File: config.mk
export PLATFORM = sky130hd
export DESIGN_NAME = cbc_bus_ctl
export DESIGN_NICKNAME = d
export VERILOG_FILES = /design/src/rtl/cbc_pkg.sv /design/src/rtl/cbc_bus_ctl.sv /design/src/rtl/cbc_pin_sync.sv
export SDC_FILE = /design/constraint.sdc
export NUM_CORES = 1
export LEC_CHECK = 0
export BUFFER_PORTS_ARGS = -buffer_cell sky130_fd_sc_hd__buf_4
export CAP_MARGIN = 15
export CORE_UTILIZATION = 59
export CTS_CLUSTER_SIZE = 24
export DETAILED_ROUTE_END_ITERATION = 6
export PLACE_DENSITY = 0.79
export SLEW_MARGIN = 20
export SYNTH_ARGS = -nofsm -noshare
export SYNTH_HDL_FRONTEND = slang
export SYNTH_SLANG_ARGS = --single-unit
File: constraint.sdc
create_clock -name clk_i -period 7.9 [get_ports clk_i]
set_input_delay 2.37 -clock clk_i [delete_from_list [all_inputs] [get_ports clk_i]]
set_output_delay 2.37 -clock clk_i [all_outputs]
set_load 0.005 [all_outputs]
File: src/rtl/cbc_pkg.sv
/*
 Shared constants of the bus control and address generation block: bus
 addresses of the on-chip port, start-up and interrupt vectors, reset values,
 counts, addressing modes and sequencer states.
 Assumes it is compiled before the block's modules.
*/
// How it works
// - No bus write while reset pin low
// - Reset pin rising edge starts reset sequence
// - Six cycles, set mask, load FFFC/FFFD
// - Interrupt waits until current instruction finishes
// - Interrupt taken only with mask flag clear
// - Entry pushes program counter and status register
// - Mask flag set after state is saved
// - Vector FFFE/FFFF loaded into program counter
// - Address lines driven only while enable high
// - Port direction at 0000, output at 0001
// - Read/write line low only in writes
// - Data lines driven only during write cycles
// - Immediate operand is byte two, no access
// - Absolute address is byte three, byte two
// - Zero page forces high address byte zero
// - Zero page indexed wraps inside page zero
// - Absolute indexed adds X or Y
// - Branch adds signed offset to next PC
// - Pre-indexed pointer wraps, reads low then high
// - Post-indexed adds Y, carry into high byte
// - Absolute indirect loads full program counter
// - Each port pin direction set individually
`default_nettype none
package cbc_pkg;

	localparam logic [15:0] PORT_DIR_ADDR = 16'h0000;
	localparam logic [15:0] PORT_OUT_ADDR = 16'h0001;
	localparam logic [15:0] VEC_RESET_LO  = 16'hfffc;
	localparam logic [15:0] VEC_IRQ_LO    = 16'hfffe;
	localparam logic [15:0] PC_RESET      = 16'h0000;
	localparam logic [15:0] ADDR_STEP     = 16'h0001;
	localparam logic [7:0]  ZERO_PAGE     = 8'h00;
	localparam logic [7:0]  STACK_PAGE    = 8'h01;
	localparam logic [7:0]  PORT_RESET    = 8'h00;
	localparam logic [7:0]  BYTE_STEP     = 8'h01;
	localparam logic [7:0]  PUSH_LO_DEC   = 8'h01;
	localparam logic [7:0]  PUSH_P_DEC    = 8'h02;
	localparam int          STATUS_MASK_BIT = 2;

	// Start-up delay after the reset pin is released, in clock cycles
	localparam int          INIT_CYCLES   = 6;
	localparam logic [2:0]  INIT_LAST     = 3'(INIT_CYCLES - 1);
	localparam logic [2:0]  INIT_STEP     = 3'h1;

	// Synchroniser lanes: reset pin, interrupt pin, address enable, port pins
	localparam int          SYNC_W        = 11;
	localparam logic [10:0] SYNC_RESET    = 11'h200;

	typedef enum logic [3:0] {
		MODE_FETCH = 4'h0,
		MODE_IMM   = 4'h1,
		MODE_ABS   = 4'h2,
		MODE_ZP    = 4'h3,
		MODE_ZPX   = 4'h4,
		MODE_ZPY   = 4'h5,
		MODE_ABSX  = 4'h6,
		MODE_ABSY  = 4'h7,
		MODE_REL   = 4'h8,
		MODE_INDX  = 4'h9,
		MODE_INDY  = 4'ha,
		MODE_IND   = 4'hb
	} cbc_mode_t;

	typedef enum logic [10:0] {
		ST_HOLD   = 11'h001,
		ST_INIT   = 11'h002,
		ST_VEC_LO = 11'h004,
		ST_VEC_HI = 11'h008,
		ST_IDLE   = 11'h010,
		ST_PTR_LO = 11'h020,
		ST_PTR_HI = 11'h040,
		ST_DATA   = 11'h080,
		ST_PUSH_H = 11'h100,
		ST_PUSH_L = 11'h200,
		ST_PUSH_P = 11'h400
	} cbc_state_t;

endpackage
`default_nettype wire

File: src/rtl/cbc_bus_ctl.sv
/*
 Bus control and address generation of the processor core: reset start-up,
 maskable interrupt entry, effective addresses of every addressing mode,
 bus direction control and the on-chip eight-bit port.
 Assumes the decoder issues one command per step on the cmd ports, asks for
 an opcode fetch only at an instruction boundary, and that memory answers a
 read within the same clock cycle.
*/
`timescale 1ns/1ps
`default_nettype none
module cbc_bus_ctl
	import cbc_pkg::*;
(
	input  wire logic       clk_i,
	input  wire logic       reset_i,
	input  wire logic       cpu_reset_n_i,
	input  wire logic       irq_req_n_i,
	input  wire logic       address_drive_enable_i,
	output logic     [15:0] address_lines_o,
	output logic            address_lines_oe_o,
	input  wire logic [7:0] data_lines_i,
	output logic      [7:0] data_lines_o,
	output logic            data_lines_oe_o,
	output logic            rw_o,
	input  wire logic [7:0] port_pins_i,
	output logic      [7:0] port_pins_o,
	output logic      [7:0] port_pins_oe_o,
	input  wire logic       cmd_valid_i,
	output logic            cmd_ready_o,
	input  wire cbc_mode_t  cmd_mode_i,
	input  wire logic       cmd_write_i,
	input  wire logic [7:0] cmd_wdata_i,
	input  wire logic [7:0] cmd_op1_i,
	input  wire logic [7:0] cmd_op2_i,
	input  wire logic [7:0] cmd_x_i,
	input  wire logic [7:0] cmd_y_i,
	input  wire logic       cmd_taken_i,
	input  wire logic [7:0] status_i,
	input  wire logic [7:0] stack_ptr_i,
	input  wire logic       mask_set_i,
	input  wire logic       mask_clear_i,
	output logic            done_o,
	output logic      [7:0] rdata_o,
	output logic     [15:0] ea_o,
	output logic     [15:0] pc_o,
	output logic            irq_mask_o,
	output logic            irq_taken_o,
	output logic            stack_adjust_o
);

	cbc_state_t  state_r;
	cbc_state_t  state_nxt;
	logic [15:0] addr_r;
	logic [15:0] addr_nxt;
	logic        wr_r;
	logic        wr_nxt;
	logic [7:0]  wdata_r;
	logic [7:0]  wdata_nxt;
	logic [15:0] pc_r;
	logic [2:0]  init_cnt_r;
	logic        irq_mask_r;
	logic        fetch_pend_r;
	cbc_mode_t   mode_r;
	logic        cmd_wr_r;
	logic [7:0]  store_r;
	logic [7:0]  y_r;
	logic [7:0]  sp_r;
	logic [7:0]  lo_r;
	logic [7:0]  dir_r;
	logic [7:0]  out_r;
	logic        done_r;
	logic [7:0]  rdata_r;
	logic [15:0] ea_r;
	logic        irq_taken_r;
	logic        stack_adjust_r;
	logic [SYNC_W-1:0] sync_lvl;
	logic        run_lvl;
	logic        irq_lvl;
	logic        aec_lvl;
	logic [7:0]  pins_lvl;
	logic        accept;
	logic        irq_entry;
	logic        int_sel;
	logic        ext_wr;
	logic [7:0]  port_rd;
	logic [7:0]  rd;

	// Eight-bit add with the carry thrown away
	function automatic logic [7:0] add8(input logic [7:0] a, input logic [7:0] b);
		logic [8:0] s;
		s = {1'b0, a} + {1'b0, b};
		return s[7:0];
	endfunction

	function automatic logic [15:0] zp16(input logic [7:0] a);
		return {ZERO_PAGE, a};
	endfunction

	function automatic logic [15:0] stack_at(input logic [7:0] sp, input logic [7:0] dec);
		return {STACK_PAGE, sp - dec};
	endfunction

	function automatic logic int_hit(input logic [15:0] a);
		return (a == PORT_DIR_ADDR) || (a == PORT_OUT_ADDR);
	endfunction

	function automatic logic [15:0] direct_ea(input cbc_mode_t m, input logic [7:0] b2,
	                                          input logic [7:0] b3, input logic [7:0] x,
	                                          input logic [7:0] y);
		logic [15:0] ea;
		ea = {b3, b2};
		unique case (m)
			MODE_ZP:   ea = zp16(b2);
			MODE_ZPX:  ea = zp16(add8(b2, x));
			MODE_ZPY:  ea = zp16(add8(b2, y));
			MODE_ABSX: ea = {b3, b2} + {ZERO_PAGE, x};
			MODE_ABSY: ea = {b3, b2} + {ZERO_PAGE, y};
			default:   ea = {b3, b2};
		endcase
		return ea;
	endfunction

	function automatic logic [15:0] branch_target(input logic [15:0] pc, input logic [7:0] off);
		return pc + {{8{off[7]}}, off};
	endfunction

	function automatic logic [7:0] status_push(input logic [7:0] st, input logic mask);
		logic [7:0] s;
		s = st;
		s[STATUS_MASK_BIT] = mask;
		return s;
	endfunction

	cbc_pin_sync #(
		.W         (SYNC_W),
		.RESET_VAL (SYNC_RESET)
	) u_sync (
		.clk_i   (clk_i),
		.reset_i (reset_i),
		.pin_i   ({cpu_reset_n_i, irq_req_n_i, address_drive_enable_i, port_pins_i}),
		.level_o (sync_lvl)
	);

	assign run_lvl  = sync_lvl[10];
	assign irq_lvl  = ~sync_lvl[9];
	assign aec_lvl  = sync_lvl[8];
	assign pins_lvl = sync_lvl[7:0];

	assign accept    = (state_r == ST_IDLE) && cmd_valid_i && run_lvl;
	assign irq_entry = accept && (cmd_mode_i == MODE_FETCH) && irq_lvl && !irq_mask_r;

	// Read data: internal port registers answer their own addresses
	assign int_sel = int_hit(addr_r);
	always_comb begin
		if (addr_r == PORT_DIR_ADDR) begin
			port_rd = dir_r;
		end else begin
			port_rd = (dir_r & out_r) | (~dir_r & pins_lvl);
		end
	end
	assign rd = int_sel ? port_rd : data_lines_i;

	always_comb begin
		state_nxt = state_r;
		addr_nxt  = addr_r;
		wr_nxt    = 1'b0;
		wdata_nxt = wdata_r;
		unique case (state_r)
			ST_HOLD: begin
				if (run_lvl) begin
					state_nxt = ST_INIT;
				end
			end
			ST_INIT: begin
				if (init_cnt_r == INIT_LAST) begin
					addr_nxt  = VEC_RESET_LO;
					state_nxt = ST_VEC_LO;
				end
			end
			ST_IDLE: begin
				if (cmd_valid_i) begin
					unique case (cmd_mode_i)
						MODE_FETCH: begin
							if (irq_lvl && !irq_mask_r) begin
								addr_nxt  = stack_at(stack_ptr_i, ZERO_PAGE);
								wr_nxt    = 1'b1;
								wdata_nxt = pc_r[15:8];
								state_nxt = ST_PUSH_H;
							end else begin
								addr_nxt  = pc_r;
								state_nxt = ST_DATA;
							end
						end
						MODE_IMM, MODE_REL: begin
							state_nxt = ST_IDLE;
						end
						MODE_INDX: begin
							addr_nxt  = zp16(add8(cmd_op1_i, cmd_x_i));
							state_nxt = ST_PTR_LO;
						end
						MODE_INDY: begin
							addr_nxt  = zp16(cmd_op1_i);
							state_nxt = ST_PTR_LO;
						end
						MODE_IND: begin
							addr_nxt  = {cmd_op2_i, cmd_op1_i};
							state_nxt = ST_PTR_LO;
						end
						default: begin
							addr_nxt  = direct_ea(cmd_mode_i, cmd_op1_i, cmd_op2_i, cmd_x_i, cmd_y_i);
							wr_nxt    = cmd_write_i;
							wdata_nxt = cmd_wdata_i;
							state_nxt = ST_DATA;
						end
					endcase
				end
			end
			ST_PTR_LO: begin
				if (mode_r == MODE_IND) begin
					addr_nxt = addr_r + ADDR_STEP;
				end else begin
					addr_nxt = zp16(add8(addr_r[7:0], BYTE_STEP));
				end
				state_nxt = ST_PTR_HI;
			end
			ST_PTR_HI: begin
				if (mode_r == MODE_IND) begin
					state_nxt = ST_IDLE;
				end else begin
					if (mode_r == MODE_INDY) begin
						addr_nxt = {rd, lo_r} + {ZERO_PAGE, y_r};
					end else begin
						addr_nxt = {rd, lo_r};
					end
					wr_nxt    = cmd_wr_r;
					wdata_nxt = store_r;
					state_nxt = ST_DATA;
				end
			end
			ST_DATA: begin
				state_nxt = ST_IDLE;
			end
			ST_PUSH_H: begin
				addr_nxt  = stack_at(sp_r, PUSH_LO_DEC);
				wr_nxt    = 1'b1;
				wdata_nxt = pc_r[7:0];
				state_nxt = ST_PUSH_L;
			end
			ST_PUSH_L: begin
				addr_nxt  = stack_at(sp_r, PUSH_P_DEC);
				wr_nxt    = 1'b1;
				wdata_nxt = status_push(status_i, irq_mask_r);
				state_nxt = ST_PUSH_P;
			end
			ST_PUSH_P: begin
				addr_nxt  = VEC_IRQ_LO;
				state_nxt = ST_VEC_LO;
			end
			ST_VEC_LO: begin
				addr_nxt  = addr_r + ADDR_STEP;
				state_nxt = ST_VEC_HI;
			end
			ST_VEC_HI: begin
				if (fetch_pend_r) begin
					addr_nxt  = {rd, lo_r};
					state_nxt = ST_DATA;
				end else begin
					state_nxt = ST_IDLE;
				end
			end
			default: begin
				state_nxt = ST_HOLD;
			end
		endcase
		// A low reset pin aborts everything and blocks writes
		if (!run_lvl) begin
			state_nxt = ST_HOLD;
			wr_nxt    = 1'b0;
		end
	end

	always_ff @(posedge clk_i or posedge reset_i) begin
		if (reset_i) begin
			state_r <= ST_HOLD;
			addr_r  <= PC_RESET;
			wr_r    <= 1'b0;
			wdata_r <= PORT_RESET;
		end else begin
			state_r <= state_nxt;
			addr_r  <= addr_nxt;
			wr_r    <= wr_nxt;
			wdata_r <= wdata_nxt;
		end
	end

	always_ff @(posedge clk_i or posedge reset_i) begin
		if (reset_i) begin
			init_cnt_r <= '0;
		end else if (state_r == ST_INIT) begin
			init_cnt_r <= init_cnt_r + INIT_STEP;
		end else begin
			init_cnt_r <= '0;
		end
	end

	// Command fields kept for the later steps of a multi-cycle access
	always_ff @(posedge clk_i or posedge reset_i) begin
		if (reset_i) begin
			mode_r   <= MODE_FETCH;
			cmd_wr_r <= 1'b0;
			store_r  <= PORT_RESET;
			y_r      <= PORT_RESET;
			sp_r     <= PORT_RESET;
		end else if (accept) begin
			mode_r   <= cmd_mode_i;
			cmd_wr_r <= cmd_write_i;
			store_r  <= cmd_wdata_i;
			y_r      <= cmd_y_i;
			sp_r     <= stack_ptr_i;
		end
	end

	always_ff @(posedge clk_i or posedge reset_i) begin
		if (reset_i) begin
			fetch_pend_r <= 1'b0;
		end else if (irq_entry) begin
			fetch_pend_r <= 1'b1;
		end else if (state_r == ST_VEC_HI || state_r == ST_HOLD) begin
			fetch_pend_r <= 1'b0;
		end
	end

	always_ff @(posedge clk_i or posedge reset_i) begin
		if (reset_i) begin
			lo_r <= PORT_RESET;
		end else if (state_r == ST_PTR_LO || state_r == ST_VEC_LO) begin
			lo_r <= rd;
		end
	end

	always_ff @(posedge clk_i or posedge reset_i) begin
		if (reset_i) begin
			pc_r <= PC_RESET;
		end else if (state_r == ST_VEC_HI) begin
			pc_r <= {rd, lo_r};
		end else if (state_r == ST_PTR_HI && mode_r == MODE_IND) begin
			pc_r <= {rd, lo_r};
		end else if (state_r == ST_DATA && mode_r == MODE_FETCH) begin
			pc_r <= pc_r + ADDR_STEP;
		end else if (accept && cmd_mode_i == MODE_REL && cmd_taken_i) begin
			pc_r <= branch_target(pc_r, cmd_op1_i);
		end
	end

	// Hardware sets of the mask win over a software clear
	always_ff @(posedge clk_i or posedge reset_i) begin
		if (reset_i) begin
			irq_mask_r <= 1'b1;
		end else if (state_r == ST_INIT && init_cnt_r == INIT_LAST) begin
			irq_mask_r <= 1'b1;
		end else if (state_r == ST_PUSH_P) begin
			irq_mask_r <= 1'b1;
		end else if (mask_set_i) begin
			irq_mask_r <= 1'b1;
		end else if (mask_clear_i) begin
			irq_mask_r <= 1'b0;
		end
	end

	always_ff @(posedge clk_i or posedge reset_i) begin
		if (reset_i) begin
			dir_r <= PORT_RESET;
			out_r <= PORT_RESET;
		end else if (wr_r && int_sel && run_lvl) begin
			if (addr_r == PORT_DIR_ADDR) begin
				dir_r <= wdata_r;
			end else begin
				out_r <= wdata_r;
			end
		end
	end

	always_ff @(posedge clk_i or posedge reset_i) begin
		if (reset_i) begin
			done_r  <= 1'b0;
			rdata_r <= PORT_RESET;
			ea_r    <= PC_RESET;
		end else begin
			done_r <= 1'b0;
			if (accept && cmd_mode_i == MODE_IMM) begin
				done_r  <= 1'b1;
				rdata_r <= cmd_op1_i;
			end else if (accept && cmd_mode_i == MODE_REL) begin
				done_r <= 1'b1;
				ea_r   <= branch_target(pc_r, cmd_op1_i);
			end else if (state_r == ST_PTR_HI && mode_r == MODE_IND) begin
				done_r <= 1'b1;
				ea_r   <= {rd, lo_r};
			end else if (state_r == ST_DATA) begin
				done_r <= 1'b1;
				ea_r   <= addr_r;
				if (!wr_r) begin
					rdata_r <= rd;
				end
			end
		end
	end

	always_ff @(posedge clk_i or posedge reset_i) begin
		if (reset_i) begin
			irq_taken_r    <= 1'b0;
			stack_adjust_r <= 1'b0;
		end else begin
			irq_taken_r    <= irq_entry;
			stack_adjust_r <= (state_r == ST_PUSH_P);
		end
	end

	// Internal port accesses never reach the external bus as writes
	assign ext_wr = wr_r && !int_sel && run_lvl;

	assign address_lines_o    = addr_r;
	assign address_lines_oe_o = aec_lvl;
	assign rw_o               = !ext_wr;
	assign data_lines_o       = wdata_r;
	assign data_lines_oe_o    = ext_wr;
	assign port_pins_o        = out_r;
	assign port_pins_oe_o     = dir_r;
	assign cmd_ready_o        = (state_r == ST_IDLE) && run_lvl;
	assign done_o             = done_r;
	assign rdata_o            = rdata_r;
	assign ea_o               = ea_r;
	assign pc_o               = pc_r;
	assign irq_mask_o         = irq_mask_r;
	assign irq_taken_o        = irq_taken_r;
	assign stack_adjust_o     = stack_adjust_r;

endmodule
`default_nettype wire

File: src/rtl/cbc_pin_sync.sv
/*
 Three-stage synchroniser with an agreement filter for asynchronous pins.
 Assumes every lane is a slow level; a lane changes once stages two and
 three agree.
*/
`timescale 1ns/1ps
`default_nettype none
module cbc_pin_sync #(
	parameter int             W         = 1,
	parameter logic [W-1:0]   RESET_VAL = '0
) (
	input  wire logic         clk_i,
	input  wire logic         reset_i,
	input  wire logic [W-1:0] pin_i,
	output logic      [W-1:0] level_o
);

	logic [W-1:0] s1_r;
	logic [W-1:0] s2_r;
	logic [W-1:0] s3_r;
	logic [W-1:0] level_r;

	always_ff @(posedge clk_i or posedge reset_i) begin
		if (reset_i) begin
			s1_r <= RESET_VAL;
			s2_r <= RESET_VAL;
			s3_r <= RESET_VAL;
		end else begin
			s1_r <= pin_i;
			s2_r <= s1_r;
			s3_r <= s2_r;
		end
	end

	// Lanes whose last two stages disagree keep their old level
	always_ff @(posedge clk_i or posedge reset_i) begin
		if (reset_i) begin
			level_r <= RESET_VAL;
		end else begin
			level_r <= (~(s2_r ^ s3_r) & s3_r) | ((s2_r ^ s3_r) & level_r);
		end
	end

	assign level_o = level_r;

endmodule
`default_nettype wire

==> impl_metrics.py <==
metrics = {
    "critical_path": {
        "regToRegSetupSlack_ns": 3.73,
        "start_kind": "input port",
        "rr_startpoint": "address_lines_o[2]$_DFFE_PP0P_",
        "reg2reg_depth": 7,
        "critPathKind": "in2reg",
        "required_ns": 8.21,
        "cp-end-kind": "flip-flop",
        "critPathArrivalTime_ns": 6.12,
        "worstSetupStartpoint": "cmd_mode_i[2]",
        "rr_endpoint": "address_lines_o[14]$_DFFE_PP0P_",
        "cp-endpoint": "address_lines_o[11]$_DFFE_PP0P_",
        "crit_fanout": 22,
    },
    "worst_hold_path": {
        "worstHoldPathType": "reg2reg",
    },
    "outcome": {
        "status": "finished, violations left",
        "failed_checks": "design-rule violations",
    },
    "power": {
        "p_per_area_mw_per_mm2": 199,
        "ir_drop_v": 0.000165,
        "switching_share_pct": 38.8,
        "fin_total_pwr_mw": 2.91,
        "p_leak_nw": 6.63,
        "intPower_mw": 1.78,
        "power_frac_clock_pct": 30.5,
        "combPwrFrac_pct": 28.7,
        "power.switching_mw": 1.13,
        "seq_power_share_pct": 40.8,
    },
    "sta": {
        "setup_tns_ns": 0,
        "finalHoldViolCount": 0,
        "post-route-period-util_pct": 73.5,
        "setup_viol": 0,
        "maxSlewHeadroom_pct": 16.6,
        "clock_skew_ns": 0.0160,
        "rsz0062_at_grt": "false",
        "fmax_mhz": 172,
        "worstMarginPinSlew_ns": 1.25,
        "post-route-min-period_ns": 5.80,
        "slew_viol_final": 0,
        "hold_slack_ns": 0.351,
        "setup_ws_ns": 2.10,
    },
    "placement": {
        "placed_area_sq_mm": 0.0140,
        "finalWeightedCongestion": 0.976,
        "dp_hpwl_mm": 34.6,
        "pre_cts_slack_ns": 1.87,
        "portBuffers": 172,
    },
    "final_layout": {
        "n_fill_cell": 1721,
        "nets": 1669,
        "design_area_sq_mm": 0.0146,
        "drive_gt1_share_pct": 19.9,
        "syn_to_final_growth_pct": 16.3,
    },
    "logic_synthesis": {
        "synth_edf_count": 0,
        "syn_area_sq_mm": 0.0126,
        "avgSynthCellArea_sq_um": 9.04,
        "synth_nets": 1539,
        "synthSimpleGateAreaFrac_pct": 18.5,
        "synth-adder-area-share_pct": 7.34,
        "synth_warnings": 0,
        "synth_seq_area_share_pct": 36.1,
        "synth.area.mux_share_pct": 7.18,
        "synth_compound_area_share_pct": 22.3,
        "synth_top_family_by_area": "compound AO/OA/AOI/OAI gates",
        "synth-xor-area-share_pct": 4.74,
        "ys_async_sr_fraction_pct": 100,
        "ys_ff_latch": 181,
        "ys_types": 89,
        "syn_inst": 1391,
        "synthFlopType": "dfrtp_1",
    },
    "route": {
        "finalWirelength_mm": 46.6,
        "avgRoutedWirePerCell_um": 25.7,
        "ant_nets": 0,
        "routed_via_density": 6.94,
        "drc": 4,
        "drt_iter0_markers": 1614,
        "drt-pass1-iter-count": 7,
        "dr_total_vias": 12600,
    },
    "cts": {
        "clk_pin_slew_ns": 0.08,
        "cts_resized": 0,
        "clock_sinks": 181,
        "cts_tree": "built",
        "cts_max_level": 4,
        "insertion_delay_ns": 0.46,
        "numCtsBuffers": 17,
        "cts_setup_buffers": 0,
        "hold_buffers": 0,
        "cts_buffer_depth": 2,
        "clock-root-buffer": "clkbuf_16",
    },
    "grt": {
        "gr-usage-all-layers_pct": 42.9,
        "overflow": 0,
        "grt_first_pass_wirelength_mm": 69.6,
        "grt_max_degree": 116,
        "grt_pass1_vias": 11700,
        "grt_antenna_before_repair": 1,
    },
    "run": {
        "drv_cap": 0,
    },
    "floorplanning": {
        "rows": 53,
        "dieArea_sq_mm": 0.0219,
        "die_width_um": 148,
        "initial_core_util_pct": 60.0,
        "coreArea_sq_mm": 0.0210,
        "die_h_um": 148,
        "ios": 174,
    },
}
worst max-delay path, stage by stage:
cell and delay (ns):
buf_4 0.22, inv_1 0.18, nor2_1 0.29, nand3_1 0.36, mux2_2 0.41, ha_1 0.24, a211oi_1 0.32, o211ai_1 0.23
a31oi_1 0.76, nand2b_1 0.21, xnor2_1 0.06, a2111oi_0 0.35, a31oi_1 0.13
per-stage QoR:
stage	utilization, %	cells
floorplan	-	1391
global placement	66.9	1777
CTS	69.8	1809
detailed placement	66.9	1777
global route	69.8	1809
finish	69.8	1810
cell type report:
type | instances | area (sq um) | share of cell area, %
multi-input cells | 1091 | 7570 | 51.8
repair buffers | 186 | 1400 | 9.55
flip-flops and latches | 181 | 4540 | 31.0
clock buffers | 17 | 425 | 2.91
inverters | 44 | 173 | 1.18
well taps | 275 | 344 | 2.35
clock inverters | 15 | 175 | 1.20
diodes | 1 | 2.50 | 0.0171
state kept, by name (all words and copies together) (netlist names), 11 cells and up, named ones only:
signal and count:
u_sync.s3_r 11, u_sync.s1_r 11, u_sync.s2_r 11, pc_o 16
state_r 11, address_lines_o 16, ea_o 16
power by group through the flow:
stage | clock network, mW | logic [mW] | registers, mW
6_report | 0.887 | 0.834 | 1.19
5_1_grt | 0.916 | 0.908 | 1.19
4_1_cts | 0.885 | 0.818 | 1.18
3_5_place_dp | 0 | 0.811 | 1.19
3_3_place_gp | 0 | 0.797 | 1.19
2_1_floorplan | 0 | 0.565 | 1.10
worst min path at each step:
stage	from	end	slack, ns	cells after the start
6_report	u_sync.s1_r[10]$_DFF_PP0_	u_sync.s2_r[10]$_DFF_PP0_	0.35	0
5_1_grt	u_sync.s1_r[4]$_DFF_PP0_	u_sync.s2_r[4]$_DFF_PP0_	0.36	0
4_1_cts	u_sync.s1_r[10]$_DFF_PP0_	u_sync.s2_r[10]$_DFF_PP0_	0.35	0
3_5_place_dp	u_sync.s1_r[10]$_DFF_PP0_	u_sync.s2_r[10]$_DFF_PP0_	0.34	0
3_3_place_gp	u_sync.s1_r[7]$_DFF_PP0_	u_sync.s2_r[7]$_DFF_PP0_	0.33	0
2_1_floorplan	u_sync.s1_r[0]$_DFF_PP0_	u_sync.s2_r[0]$_DFF_PP0_	0.33	0
synthesized netlist by cell type (15+ instances only):
cell type | instances | share of area, %
a31oi_1 | 19 | 0.95
mux2i_1 | 25 | 2.0
nand3_1 | 40 | 1.6
xor2_1 | 27 | 1.9
ha_1 | 57 | 5.7
dfrtp_1 | 175 | 35
or3_1 | 19 | 0.95
o211ai_1 | 34 | 2.0
nand2b_1 | 19 | 0.95
o22ai_1 | 17 | 0.85
mux2_2 | 50 | 4.5
clkbuf_1 | 58 | 1.7
and3_1 | 15 | 0.75
a221oi_1 | 15 | 1.0
nand2_1 | 115 | 3.4
a21oi_1 | 70 | 2.8
nor3_1 | 36 | 1.4
nor2_1 | 109 | 3.3
o21ai_0 | 82 | 3.3
a21o_1 | 18 | 1.1
xnor2_1 | 41 | 2.9
inv_1 | 43 | 1.3
nor4_1 | 15 | 0.75
cells by family after synthesis:
family                     after synthesis
muxes                                   83
adders and majority gates               73
and+or+nand+nor                        460
buffers and inverters                  119
xor gates and xnor gates                68
DFF                                    181
AOI/OAI and AO/OA                      407
routing by layer:
layer	GRT usage, %	wire length (um)
met4	22.8	2540
met3	10.6	5740
met1	56.6	17900
met2	65.0	20400
met5	0	0
cells in the final DEF (no fill, tap or decap), types with 15 or more instances in the layout:
cell type  synthesis  final
a31oi_1           19     19
xor2_1            27     27
a21o_1            18     18
a21oi_1           70     70
xnor2_1           41     41
or3_1             19     19
dfrtp_1          175    175
inv_1             43     42
nor2_1           109    109
mux2i_1           25     25
ha_1              57     57
nor3_1            36     36
o22ai_1           17     16
nand2b_1          19     19
o21ai_0           82     82
and3_1            15     15
clkbuf_16          0     17
nand3_1           40     40
buf_4              1    186
nand2_1          115    115
a221oi_1          15     15
mux2_2            50     50
o211ai_1          34     34
(Power assumes the default switching activity.)
